`config.mk`:
```
export PLATFORM = sky130hd
export DESIGN_NAME = sps_engine
export DESIGN_NICKNAME = d
export VERILOG_FILES = /design/src/sps_pkg.sv /design/src/sps_engine.sv
export VERILOG_INCLUDE_DIRS = /design/src
export SDC_FILE = /design/constraint.sdc
export NUM_CORES = 1
export LEC_CHECK = 0
export ABC_AREA = 1
export BUFFER_PORTS_ARGS = -buffer_cell sky130_fd_sc_hd__buf_2
export CORE_MARGIN = 2
export CORE_UTILIZATION = 52
export CTS_BUF_LIST = sky130_fd_sc_hd__clkbuf_4 sky130_fd_sc_hd__clkbuf_8
export CTS_CLUSTER_DIAMETER = 40
export DETAILED_ROUTE_END_ITERATION = 16
export HOLD_SLACK_MARGIN = 0.15
export PLACE_DENSITY = 0.88
export SYNTH_ARGS = -nofsm -noshare
export SYNTH_HDL_FRONTEND = slang
export SYNTH_SLANG_ARGS = --single-unit
export TNS_END_PERCENT = 20
```
`constraint.sdc`:
```
create_clock -name pclk -period 1.5 [get_ports pclk]
set_input_delay 0.3 -clock pclk [delete_from_list [all_inputs] [get_ports pclk]]
set_output_delay 0.3 -clock pclk [all_outputs]
set_load 0.005 [all_outputs]
```
`src/sps_defines.svh`:
```
// Register map, field positions, shift register presets and timing counts of the serial engine
// What this block does
// - Mode 0 write loads byte plus ninth marker
// - Mode 0 send drives data and shift clock
// - Zero fill, last shift, flag at S1
// - Mode 0 receive presets 11111110 then activates
// - Mode 0 receive shifts pin sample in left
// - Zero at left: last shift, load, flag
// - Mode 1 send waits for divider rollover
// - Start bit, then data gate, then shifting
// - Mode 1 ends at tenth rollover
// - Falling edge resets divider, loads all ones
// - Majority vote of samples seven, eight, nine
// - High start vote aborts the frame
// - Mode 1 accepts on clear flag, filter
// - Start bit rightmost: final shift, evaluate frame
// - Mode 2 rate is oscillator over 32/64
// - Modes 2/3 load ninth bit, stop fill
// - Modes 2/3 end at eleventh rollover
// - Modes 2/3 accept on flag and ninth
// - Receiver rearms at or after final shift
// - Mode 0 shifts once per twelve clocks
// - Timer source rate over 32, doubled option
`ifndef SPS_DEFINES_SVH
`define SPS_DEFINES_SVH

// Register byte addresses
`define SPS_CTRL_ADDR    8'h00
`define SPS_DATA_ADDR    8'h04
`define SPS_STAT_ADDR    8'h08

// Control field positions
`define SPS_CTRL_MODE_LO 0
`define SPS_CTRL_REN     2
`define SPS_CTRL_SM2     3
`define SPS_CTRL_TB8     4
`define SPS_CTRL_BAUD_DOUBLE_BIT    5

// Status field positions
`define SPS_STAT_TI      0
`define SPS_STAT_RI      1

// Mode encodings
`define SPS_MODE0        2'h0
`define SPS_MODE1        2'h1
`define SPS_MODE2        2'h2

// Machine cycle of twelve oscillator clocks
`define SPS_MC_LAST      4'hB
`define SPS_M0_CLK_HIGH  4'h6
`define SPS_M0_SAMPLE    4'hA

// Mode 2 prescale: four clocks per tick (1/64) or two (1/32)
`define SPS_M2_SLOW      2'h3
`define SPS_M2_FAST      2'h1

// Bit divider states
`define SPS_ROLL         4'hF
`define SPS_SAMPLE_A     4'h7
`define SPS_SAMPLE_B     4'h8
`define SPS_SAMPLE_C     4'h9

// Shift register presets
`define SPS_M0_RX_PRESET 8'hFE
`define SPS_RX_PRESET    9'h1FF

`endif

```
`src/sps_pkg.sv`:
```
// Types of the serial engine: state machines and the state record
package sps_pkg;

   // Transmit sequencer
   typedef enum logic [2:0] {
      SPS_TX_IDLE,
      SPS_TX_PEND,
      SPS_TX_M0,
      SPS_TX_START,
      SPS_TX_DATA
   } sps_tx_state_t;

   // Receive sequencer
   typedef enum logic [2:0] {
      SPS_RX_IDLE,
      SPS_RX_M0_ARM,
      SPS_RX_M0_RECV,
      SPS_RX_BITS,
      SPS_RX_GAP
   } sps_rx_state_t;

   // Whole state of the engine
   typedef struct packed {
      logic [1:0]    mode;
      logic          ren;
      logic          sm2;
      logic          tb8;
      logic          baud_double_bit;
      logic [7:0]    serial_buffer;
      logic          ti;
      logic          ri;
      logic          rb8;
      sps_tx_state_t tx_state;
      logic [8:0]    tx_sr;
      logic          tx_fill;
      logic [3:0]    tx_div;
      sps_rx_state_t rx_state;
      logic [8:0]    rx_sr;
      logic [3:0]    rx_div;
      logic          s7;
      logic          s8;
      logic          rx_prev;
      logic [3:0]    phase;
      logic [1:0]    pre_div;
      logic          half;
      logic          sync1;
      logic          sync2;
      logic          txd;
      logic          rxd_out;
      logic          rxd_oe_n;
      logic          pready;
      logic          pslverr;
      logic [31:0]   prdata;
   } sps_state_t;

endpackage : sps_pkg

```
`src/sps_engine.sv`:
```
// Four-mode serial shift engine with an APB register port
`timescale 1ns/1ps
`include "sps_defines.svh"

module sps_engine (
   // Clock and reset
   input  wire logic        pclk,
   input  wire logic        presetn,
   // APB slave
   input  wire logic        psel,
   input  wire logic        penable,
   input  wire logic        pwrite,
   input  wire logic [7:0]  paddr,
   input  wire logic [31:0] pwdata,
   output      logic [31:0] prdata,
   output      logic        pready,
   output      logic        pslverr,
   // Baud source from the timer block, same clock
   input  wire logic        timer_overflow,
   // Serial pins
   input  wire logic        rxd_in,
   output      logic        rxd_out,
   output      logic        rxd_oe_n,
   output      logic        txd
);

   sps_pkg::sps_state_t q;
   sps_pkg::sps_state_t next_q;

   logic tick;
   logic tx_roll;
   logic mc_end;
   logic tx_last;
   logic vote;
   logic setup;
   logic wr;
   logic wr_data;
   logic set_ti;
   logic set_ri;
   logic m0_clk;

   // Two-of-three majority
   function automatic logic sps_major(input logic a, input logic b, input logic c);
      sps_major = (a & b) | (a & c) | (b & c);
   endfunction : sps_major

   // *****************************************************
   // Next state
   // *****************************************************

   // Whole engine update
   always_comb
   begin
      next_q  = q;
      tick    = 1'b0;
      set_ti  = 1'b0;
      set_ri  = 1'b0;
      wr_data = 1'b0;
      mc_end  = (q.phase == `SPS_MC_LAST);
      next_q.phase = mc_end ? 4'h0 : q.phase + 4'h1;
      // Sixteen-times bit rate tick
      if (q.mode == `SPS_MODE2)
      begin
         if (q.pre_div == (q.baud_double_bit ? `SPS_M2_FAST : `SPS_M2_SLOW))
         begin
            next_q.pre_div = 2'h0;
            tick           = 1'b1;
         end
         else
         begin
            next_q.pre_div = q.pre_div + 2'h1;
         end
      end
      else if (timer_overflow)
      begin
         next_q.half = ~q.half;
         tick        = q.baud_double_bit | q.half;
      end
      tx_roll       = tick && (q.tx_div == `SPS_ROLL);
      next_q.tx_div = tick ? q.tx_div + 4'h1 : q.tx_div;
      // Pin synchroniser and edge history
      next_q.sync1 = rxd_in;
      next_q.sync2 = q.sync1;
      if (tick)
      begin
         next_q.rx_prev = q.sync2;
      end
      // APB decode, zero wait states
      setup          = psel & ~penable;
      wr             = psel & penable & q.pready & pwrite;
      next_q.pready  = setup;
      next_q.pslverr = 1'b0;
      next_q.prdata  = 32'h0000_0000;
      if (setup)
      begin
         case (paddr)
            `SPS_CTRL_ADDR: next_q.prdata = {26'h0, q.baud_double_bit, q.tb8, q.sm2, q.ren, q.mode};
            `SPS_DATA_ADDR: next_q.prdata = {24'h0, q.serial_buffer};
            `SPS_STAT_ADDR: next_q.prdata = {27'h0, q.rx_state != sps_pkg::SPS_RX_IDLE,
                                             q.tx_state inside {sps_pkg::SPS_TX_M0,
                                             sps_pkg::SPS_TX_START, sps_pkg::SPS_TX_DATA},
                                             q.rb8, q.ri, q.ti};
            default:        next_q.pslverr = 1'b1;
         endcase
      end
      if (wr && paddr == `SPS_CTRL_ADDR)
      begin
         next_q.mode = pwdata[`SPS_CTRL_MODE_LO +: 2];
         next_q.ren  = pwdata[`SPS_CTRL_REN];
         next_q.sm2  = pwdata[`SPS_CTRL_SM2];
         next_q.tb8  = pwdata[`SPS_CTRL_TB8];
         next_q.baud_double_bit = pwdata[`SPS_CTRL_BAUD_DOUBLE_BIT];
      end
      // Write one to clear; a set in the same cycle wins below
      if (wr && paddr == `SPS_STAT_ADDR)
      begin
         next_q.ti = q.ti & ~pwdata[`SPS_STAT_TI];
         next_q.ri = q.ri & ~pwdata[`SPS_STAT_RI];
      end
      wr_data = wr && (paddr == `SPS_DATA_ADDR) && (q.tx_state == sps_pkg::SPS_TX_IDLE);

      // Transmit sequencer
      // Stop marker not yet shifted in: a zero ninth bit must not end the frame early
      tx_last = (q.tx_sr[8:2] == 7'h00) && q.tx_sr[1] && !q.tx_fill;
      unique case (q.tx_state)
         sps_pkg::SPS_TX_IDLE:
         begin
            if (wr_data)
            begin
               next_q.tx_sr    = {q.mode[1] ? q.tb8 : 1'b1, pwdata[7:0]};
               next_q.tx_fill  = q.mode[1];
               next_q.tx_state = sps_pkg::SPS_TX_PEND;
            end
         end
         sps_pkg::SPS_TX_PEND:
         begin
            if (q.mode == `SPS_MODE0 && mc_end)
            begin
               next_q.tx_state = sps_pkg::SPS_TX_M0;
            end
            else if (q.mode != `SPS_MODE0 && tx_roll)
            begin
               next_q.tx_state = sps_pkg::SPS_TX_START;
            end
         end
         sps_pkg::SPS_TX_M0:
         begin
            if (mc_end)
            begin
               next_q.tx_sr = {1'b0, q.tx_sr[8:1]};
               if (tx_last)
               begin
                  next_q.tx_state = sps_pkg::SPS_TX_IDLE;
                  set_ti          = 1'b1;
               end
            end
         end
         sps_pkg::SPS_TX_START:
         begin
            if (tx_roll)
            begin
               next_q.tx_state = sps_pkg::SPS_TX_DATA;
            end
         end
         sps_pkg::SPS_TX_DATA:
         begin
            if (tx_roll)
            begin
               next_q.tx_sr   = {q.tx_fill, q.tx_sr[8:1]};
               next_q.tx_fill = 1'b0;
               if (tx_last)
               begin
                  next_q.tx_state = sps_pkg::SPS_TX_IDLE;
                  set_ti          = 1'b1;
               end
            end
         end
         default: next_q.tx_state = sps_pkg::SPS_TX_IDLE;
      endcase

      // Receive sequencer
      vote = sps_major(q.s7, q.s8, q.sync2);
      unique case (q.rx_state)
         sps_pkg::SPS_RX_IDLE:
         begin
            if (q.mode == `SPS_MODE0)
            begin
               if (q.ren && !q.ri && q.tx_state == sps_pkg::SPS_TX_IDLE)
               begin
                  next_q.rx_state = sps_pkg::SPS_RX_M0_ARM;
               end
            end
            else if (q.ren && tick && q.rx_prev && !q.sync2)
            begin
               next_q.rx_div   = 4'h0;
               next_q.rx_sr    = `SPS_RX_PRESET;
               next_q.rx_state = sps_pkg::SPS_RX_BITS;
            end
         end
         sps_pkg::SPS_RX_M0_ARM:
         begin
            if (mc_end)
            begin
               next_q.rx_sr    = {1'b1, `SPS_M0_RX_PRESET};
               next_q.rx_state = sps_pkg::SPS_RX_M0_RECV;
            end
         end
         sps_pkg::SPS_RX_M0_RECV:
         begin
            if (q.phase == `SPS_M0_SAMPLE)
            begin
               next_q.s7 = q.sync2;
            end
            if (mc_end)
            begin
               next_q.rx_sr[7:0] = {q.rx_sr[6:0], q.s7};
               if (!q.rx_sr[7])
               begin
                  next_q.serial_buffer     = {<<{q.rx_sr[6:0], q.s7}}; // first bit is LSB
                  next_q.rx_state = sps_pkg::SPS_RX_IDLE;
                  set_ri          = 1'b1;
               end
            end
         end
         sps_pkg::SPS_RX_BITS:
         begin
            if (tick)
            begin
               next_q.rx_div = q.rx_div + 4'h1;
               if (q.rx_div == `SPS_SAMPLE_A)
               begin
                  next_q.s7 = q.sync2;
               end
               if (q.rx_div == `SPS_SAMPLE_B)
               begin
                  next_q.s8 = q.sync2;
               end
               if (q.rx_div == `SPS_SAMPLE_C)
               begin
                  next_q.rx_sr = {vote, q.rx_sr[8:1]};
                  if (q.rx_sr == `SPS_RX_PRESET && vote)
                  begin
                     next_q.rx_state = sps_pkg::SPS_RX_IDLE;
                  end
                  else if (q.rx_sr != `SPS_RX_PRESET && !q.rx_sr[0])
                  begin
                     if (!q.ri && (!q.sm2 || vote))
                     begin
                        next_q.serial_buffer = q.rx_sr[8:1];
                        next_q.rb8  = vote;
                        set_ri      = 1'b1;
                     end
                     next_q.rx_state = (q.mode == `SPS_MODE1) ? sps_pkg::SPS_RX_IDLE
                                                              : sps_pkg::SPS_RX_GAP;
                  end
               end
            end
         end
         sps_pkg::SPS_RX_GAP:
         begin
            if (tick)
            begin
               next_q.rx_div = q.rx_div + 4'h1;
               if (q.rx_div == `SPS_SAMPLE_C)
               begin
                  next_q.rx_state = sps_pkg::SPS_RX_IDLE;
               end
            end
         end
         default: next_q.rx_state = sps_pkg::SPS_RX_IDLE;
      endcase

      // Flags: hardware set wins over a software clear
      next_q.ti = next_q.ti | set_ti;
      next_q.ri = next_q.ri | set_ri;

      // Pins follow the next state so they line up with it
      m0_clk          = (next_q.phase >= `SPS_M0_CLK_HIGH);
      next_q.rxd_oe_n = (next_q.tx_state != sps_pkg::SPS_TX_M0);
      next_q.rxd_out  = (next_q.tx_state == sps_pkg::SPS_TX_M0) ? next_q.tx_sr[0] : 1'b1;
      if (next_q.tx_state == sps_pkg::SPS_TX_M0 || next_q.rx_state == sps_pkg::SPS_RX_M0_RECV)
      begin
         next_q.txd = m0_clk;
      end
      else if (next_q.tx_state == sps_pkg::SPS_TX_START)
      begin
         next_q.txd = 1'b0;
      end
      else if (next_q.tx_state == sps_pkg::SPS_TX_DATA)
      begin
         next_q.txd = next_q.tx_sr[0];
      end
      else
      begin
         next_q.txd = 1'b1;
      end
   end

   // State register
   always_ff @(posedge pclk or negedge presetn)
   begin
      if (!presetn)
      begin
         q          <= '0;
         q.txd      <= 1'b1;
         q.rxd_out  <= 1'b1;
         q.rxd_oe_n <= 1'b1;
         q.sync1    <= 1'b1;
         q.sync2    <= 1'b1;
         q.rx_prev  <= 1'b1;
      end
      else
      begin
         q <= next_q;
      end
   end

   // Outputs straight from the state register
   assign prdata   = q.prdata;
   assign pready   = q.pready;
   assign pslverr  = q.pslverr;
   assign rxd_out  = q.rxd_out;
   assign rxd_oe_n = q.rxd_oe_n;
   assign txd      = q.txd;
endmodule : sps_engine

```
==> reports/results.txt, run 1 <==
total power - 8.06 mW
top-area cell type share of the netlist area - 0.404
Seq/Total Area, Yosys - 0.441
GR Util met1 - 0.295
largest net degree at the start of global routing - 76
DR DRC count - 0
Clk Tree Root Cell - clkbuf_8
Pre-antenna DRT Iters - 5
Syn Area/Cell - 7.95 um2
num rows - 33
critical path type - flop to flop
Most Crowded Layer GR - met2
final slew viol count - 0
post-synthesis async set-or-reset flop share - 1.00
commonest cells after routing, fill and taps aside - nand2_1 (115), buf_4 (89), dfrtp_1 (69), inv_1 (66), nor2_1 (38)
Hold Path Stages - 3
gpl congestion - 0.927
via count - 4151
post-route ant nets - 0
Core Box Area - 8090 um2
Hold Vio Cnt, Final - 0
Die Y-Extent - 94.7 um
final setup fails - 41
top cells by area, synth - dfrtp_1 (40%), nand2_1 (11%), inv_1 (6.3%)
clock skew - 0.00828 ns
failing checks - negative setup slack
Critical R2R Launch - q[42]$_DFF_PN0_
Synth Cell Area - 4280 um2
first-pass GRT wire length - 17800 um
Worst Hold End - q[76]$_DFFE_PN0P_
CP required - 1.82 ns
DP HPWL - 7690 um
Max Cap Viol - 0
run status - finished, violations left
final worst path period need - 1.81 ns
initial core utilization - 0.528
share of layout cells above drive strength 1 - 0.344
Max H-tree Level - 3
Setup crit start kind - flop
Synth area leader - dfrtp_1
Port Buf Inserts - 35
fin worst setup slack - -0.311 ns
Clock transition at path regs - 0.08 ns
initial antenna violation count - 0
# diodes - 0
area grow syn2layout - 32.0%
Via density - 5.33
Worst VDD drop - 0.903 mV
WL final - 11600 um
Final nets - 723
WHS - 0.173 ns
IO Pins - 84
Die Area - 8960 um2
Leak - 2.91 nW
YS warnings - 0
commonest non-fill, non-tap cell in the layout - nand2_1
period utilization - 1.21
R2R cell count - 12
vias in the first global route - 3962
HP Class - input pin to flop
critical path fanouts, max - 5
initial DRC count - 339
RSZ-0062 raised after global routing - yes
Pwr Density - 1430 nW/um2
critical path data arrival time - 2.13 ns
grt met2 use - 0.444
R2R setup slack - -0.31 ns
worst skew pair latency - 0.37 ns
TritonCTS clock tree - done
Peak Freq - 0.552 GHz
Die X-Extent - 94.7 um
synthesis-stage register bit count - 75
RR Endpoint - txd$_DFF_PN1_
final setup TNS - -8.31 ns
Post-synth EDFFs - 0
total gr overflow - 0
GRT Util Overall - 0.257
Synth Instances - 538
clk buf depth - 2
GRT met3 Usage - 0.0638
CP Capture Type - flop
Num CTS Buffers - 9
routed len/inst - 14.9 um
Netlist cell types - 41
Synth Flop Type - dfrtp_1
CTS Sinks - 75
min-delay src - pwdata[6]
==> timing repair <==
| item | in CTS | in global routing |
|---|---|---|
| hold endpoints to repair | 71 | 0 |
| setup endpoints to repair | 40 | 50 |
| buffers inserted | 6 | 6 |
| hold buffers | 3 | 0 |
| pin swaps | 7 | 12 |
| gates resized for setup | 23 | 46 |
| gates cloned | 0 | 0 |
==> through the flow <==
stage          instance area (um2)  worst slack [ns]  std cells  utilization
6_report                      5650            -0.311        779        0.698
5_1_grt                       5650            -0.392        779        0.698
4_1_cts                       5470            -0.167        773        0.676
3_5_place_dp                  5060            -0.211        748        0.626
2_1_floorplan                 4380           -0.0389        561            -
3_3_place_gp                  5060            -0.161        748        0.626
==> cells in the mapped netlist (7+ instances only) <==
master,number
nor3_1,8
a21oi_1,20
ha_1,7
nand4_1,7
inv_1,72
nand3_1,23
o21ai_0,41
buf_4,32
dfrtp_1,69
nor2_1,47
nand2_1,125
o21ai_1,9
==> worst max path at each step <==
stage | cells after the start | endpoint | slack (ns) | startpoint
floorplan | 11 | q[85]$_DFFE_PN0P_ | -0.04 | q[97]$_DFFE_PN0P_
global placement | 10 | txd$_DFF_PN1_ | -0.16 | q[42]$_DFF_PN0_
detailed placement | 9 | q[60]$_DFFE_PN0P_ | -0.21 | q[43]$_DFF_PN0_
CTS | 10 | q[60]$_DFFE_PN0P_ | -0.17 | q[43]$_DFF_PN0_
global route | 13 | txd$_DFF_PN1_ | -0.39 | q[43]$_DFF_PN0_
finish | 12 | txd$_DFF_PN1_ | -0.31 | q[42]$_DFF_PN0_
==> critical path, stage by stage, from the launching register on <==
cell and delay (ns):
dfrtp_1 0.38, ha_2 0.21, nand2_2 0.08, nor2_4 0.21, buf_6 0.13, inv_2 0.06
o21ai_1 0.22, nand3_2 0.13, inv_2 0.11, nand2_2 0.06, nand2_1 0.06, nand2_1 0.04
nand2_1 0.06
==> flip-flops by register name, indices dropped and copies added (netlist names) <==
name	flops
txd	1
rxd_oe_n	1
rxd_out	1
prdata	8
pready	1
pslverr	1
next_q	1
q	61
==> final cells by class <==
type	instances	area (um2)
well taps	105	131
fillers	591	2450
flip-flops and latches	75	1880
multi-input cells	370	2070
inverters	76	285
clock inverters	6	138
clock buffers	10	131
repair buffers	137	1010
==> cells by family after synthesis <==
family / Yosys count / share of synthesized area
AOI/OAI and AO/OA: 100 / 0.140
buffers and inverters: 116 / 0.136
DFF: 75 / 0.441
other: 1 / 0.000877
adders and majority gates: 7 / 0.0205
muxes: 4 / 0.0105
xor gates and xnor gates: 5 / 0.0102
and+or+nand+nor: 230 / 0.241
==> metal layers <==
metal / wire length, um / vias to the layer above
li1: - / 1945
met1: 4500 / 1974
met2: 6050 / 183
met3: 672 / 49
met4: 404 / 0
met5: 0 / -
==> where the power goes <==
| part | internal (mW) | switching, mW |
|---|---|---|
| clock | 1.30 | 0.813 |
| combinational | 1.42 | 1.88 |
| sequential | 2.42 | 0.240 |
| total | 5.14 | 2.93 |
No activity file was read; power rests on OpenSTA's default activity.
==> run 2: changes to the inputs <==
--- a/config.mk
+++ b/config.mk
@@ -8,6 +8,7 @@
 export LEC_CHECK = 0
 export ABC_AREA = 1
 export BUFFER_PORTS_ARGS = -buffer_cell sky130_fd_sc_hd__buf_2
+export CORE_ASPECT_RATIO = 1.1
 export CORE_MARGIN = 2
 export CORE_UTILIZATION = 52
 export CTS_BUF_LIST = sky130_fd_sc_hd__clkbuf_4 sky130_fd_sc_hd__clkbuf_8
@@ -15,6 +16,7 @@
 export DETAILED_ROUTE_END_ITERATION = 16
 export HOLD_SLACK_MARGIN = 0.15
 export PLACE_DENSITY = 0.88
+export SETUP_SLACK_MARGIN = 0.2
 export SYNTH_ARGS = -nofsm -noshare
 export SYNTH_HDL_FRONTEND = slang
 export SYNTH_SLANG_ARGS = --single-unit
==> run 2 against run 1 <==
  * The flow still finishes with violations (negative setup slack)
  * Sequential share of layout area shrank 0.89 points
  * Routed wire length grew 10%
  * Fmax rose by 0.34%
  * Clock skew is 0.0056 ns higher
  * Critical endpoint is now q[60]$_DFFE_PN0P_
  * Largest cell class unchanged
  * Highest routed layer unchanged
==> reports/results.txt, run 2 (synthesis gave the netlist of run 1 again) <==
Die Area - 8960 um2
final slew viol count - 0
CP max-delay cell - dfrtp_1
worst skew pair latency - 0.37 ns
R2R setup slack - -0.31 ns
critical path type - flop to flop
Final nets - 725
max incr delay on CP - 0.36 ns
Peak Freq - 0.554 GHz
worst slack at placement - -0.198 ns
CP Capture Type - flop
Core Box Area - 7960 um2
Leak - 2.93 nW
fin worst setup slack - -0.305 ns
final core utilization - 0.729
HP Class - input pin to flop
dominant delay contributor by cell family on the critical path - simple AND/OR/NAND/NOR gates
WL final - 12800 um
WP depth - 11
CP required - 1.79 ns
R2R cell count - 11
CP endpoint - q[60]$_DFFE_PN0P_
failing checks - negative setup slack
via count - 4332
WHS - 0.176 ns
TritonCTS clock tree - done
Clk Tree Root Cell - clkbuf_8
Pre-antenna DRT Iters - 7
largest register by flop count - q
Max Cap Viol - 0
# diodes - 0
number of flip-flops in the largest register - 61
Max H-tree Level - 3
area grow syn2layout - 35.7%
CP Buf/Inv Count - 2
CTS Sinks - 75
commonest cells after routing, fill and taps aside - nand2_1 (101), buf_4 (88), dfrtp_1 (69), inv_1 (61), nor2_1 (36)
CP dominant cell by count - nor2_4
Fillers - 511
period utilization - 1.20
critical path data arrival time - 2.10 ns
Clock transition at path regs - 0.09 ns
Via density - 5.53
commonest non-fill, non-tap cell in the layout - nand2_1
clk buf depth - 2
Die Y-Extent - 99.1 um
Hold Path Stages - 3
final worst path period need - 1.81 ns
critical-path cell list - ha_2, nand2_4, nor2_4, buf_6, nor2_4, a21oi_2, nand3_4, nor2_4, buf_6, o21ai_2, o21ai_1
num rows - 34
Die X-Extent - 90.5 um
Worst VDD drop - 0.723 mV
RSZ-0062 raised after global routing - yes
Critical R2R Launch - q[43]$_DFF_PN0_
Worst Setup SP - q[43]$_DFF_PN0_
clock skew - 0.0139 ns
initial core utilization - 0.537
DP HPWL - 7780 um
Num CTS Buffers - 9
RR Endpoint - q[60]$_DFFE_PN0P_
DR DRC count - 0
total gr overflow - 0
Hold Vio Cnt, Final - 0
final setup fails - 41
routed len/inst - 16.4 um
share of layout cells above drive strength 1 - 0.391
largest net degree at the start of global routing - 76
GRT Util Overall - 0.256
IO Pins - 84
initial antenna violation count - 0
first-pass GRT wire length - 18600 um
initial DRC count - 379
gpl congestion - 0.857
post-route ant nets - 0
critical path fanouts, max - 7
Port Buf Inserts - 35
vias in the first global route - 4273
run status - finished, violations left
Pwr Density - 1360 nW/um2
Setup crit start kind - flop
[run 2: cell types whose count changed in the layout (fill, tap and decap cells not counted), sizes merged]
cell      delta
buf          +2
clkinvlp     +2
clkinv       -1
bufinv       -3
inv          +2
[run 2: cell type report]
cell class	count	area (um2)	share of cell area
Tap cell	108	135	0.0233
Clock buffer	10	138	0.0237
Inverter	76	293	0.0505
Multi-Input combinational cell	370	2240	0.386
Clock inverter	6	71.3	0.0123
Timing Repair Buffer	139	1040	0.180
Sequential cell	75	1880	0.325
[run 2: through the flow]
stage | total power [mW] | cells | setup TNS (ns) | area [um2]
after floorplan | 4.32 | 561 | -0.293 | 4380
after global placement | 5.39 | 751 | -2.21 | 5070
after detailed placement | 5.50 | 751 | -4.18 | 5070
after CTS | 7.48 | 779 | -2.77 | 5560
after global routing | 8.32 | 784 | -9.12 | 5800
final | 7.88 | 784 | -5.59 | 5800
[run 2: worst min-delay path by stage]
| stage | endpoint | from |
|---|---|---|
| finish | q[76]$_DFFE_PN0P_ | pwdata[6] |
| CTS | q[76]$_DFFE_PN0P_ | pwdata[6] |
| detailed placement | q[37]$_DFF_PN1_ | next_q[37]$_DFF_PN1_ |
| floorplan | prdata[0]$_DFF_PN0_ | presetn |
| global route | q[76]$_DFFE_PN0P_ | pwdata[6] |
| global placement | q[37]$_DFF_PN1_ | next_q[37]$_DFF_PN1_ |
[run 2: what timing repair did]
action | in CTS | in global routing
gates resized for setup | 59 | 56
setup endpoints to repair | 55 | 63
pin swaps | 12 | 24
setup buffers | 9 | 5
hold buffers | 3 | 0
hold endpoints to repair | 71 | 0
[run 2: power by group]
part           internal (mW)  switching, mW
clock network          0.828          0.854
logic                   1.54           1.99
registers               2.42          0.248
total                   4.79           3.10
[run 2: routing by layer]
layer	track usage	vias to the layer above	wire length (um)
met5	0	-	0
met4	0.138	0	518
met3	0.0417	67	756
met2	0.457	233	6820
met1	0.294	2078	4740
li1	-	1954	-
[run 2: worst min-delay path: stages]
cell and delay (ns):
buf_2 0.09, a22oi_2 0.07, nand2_1 0.06
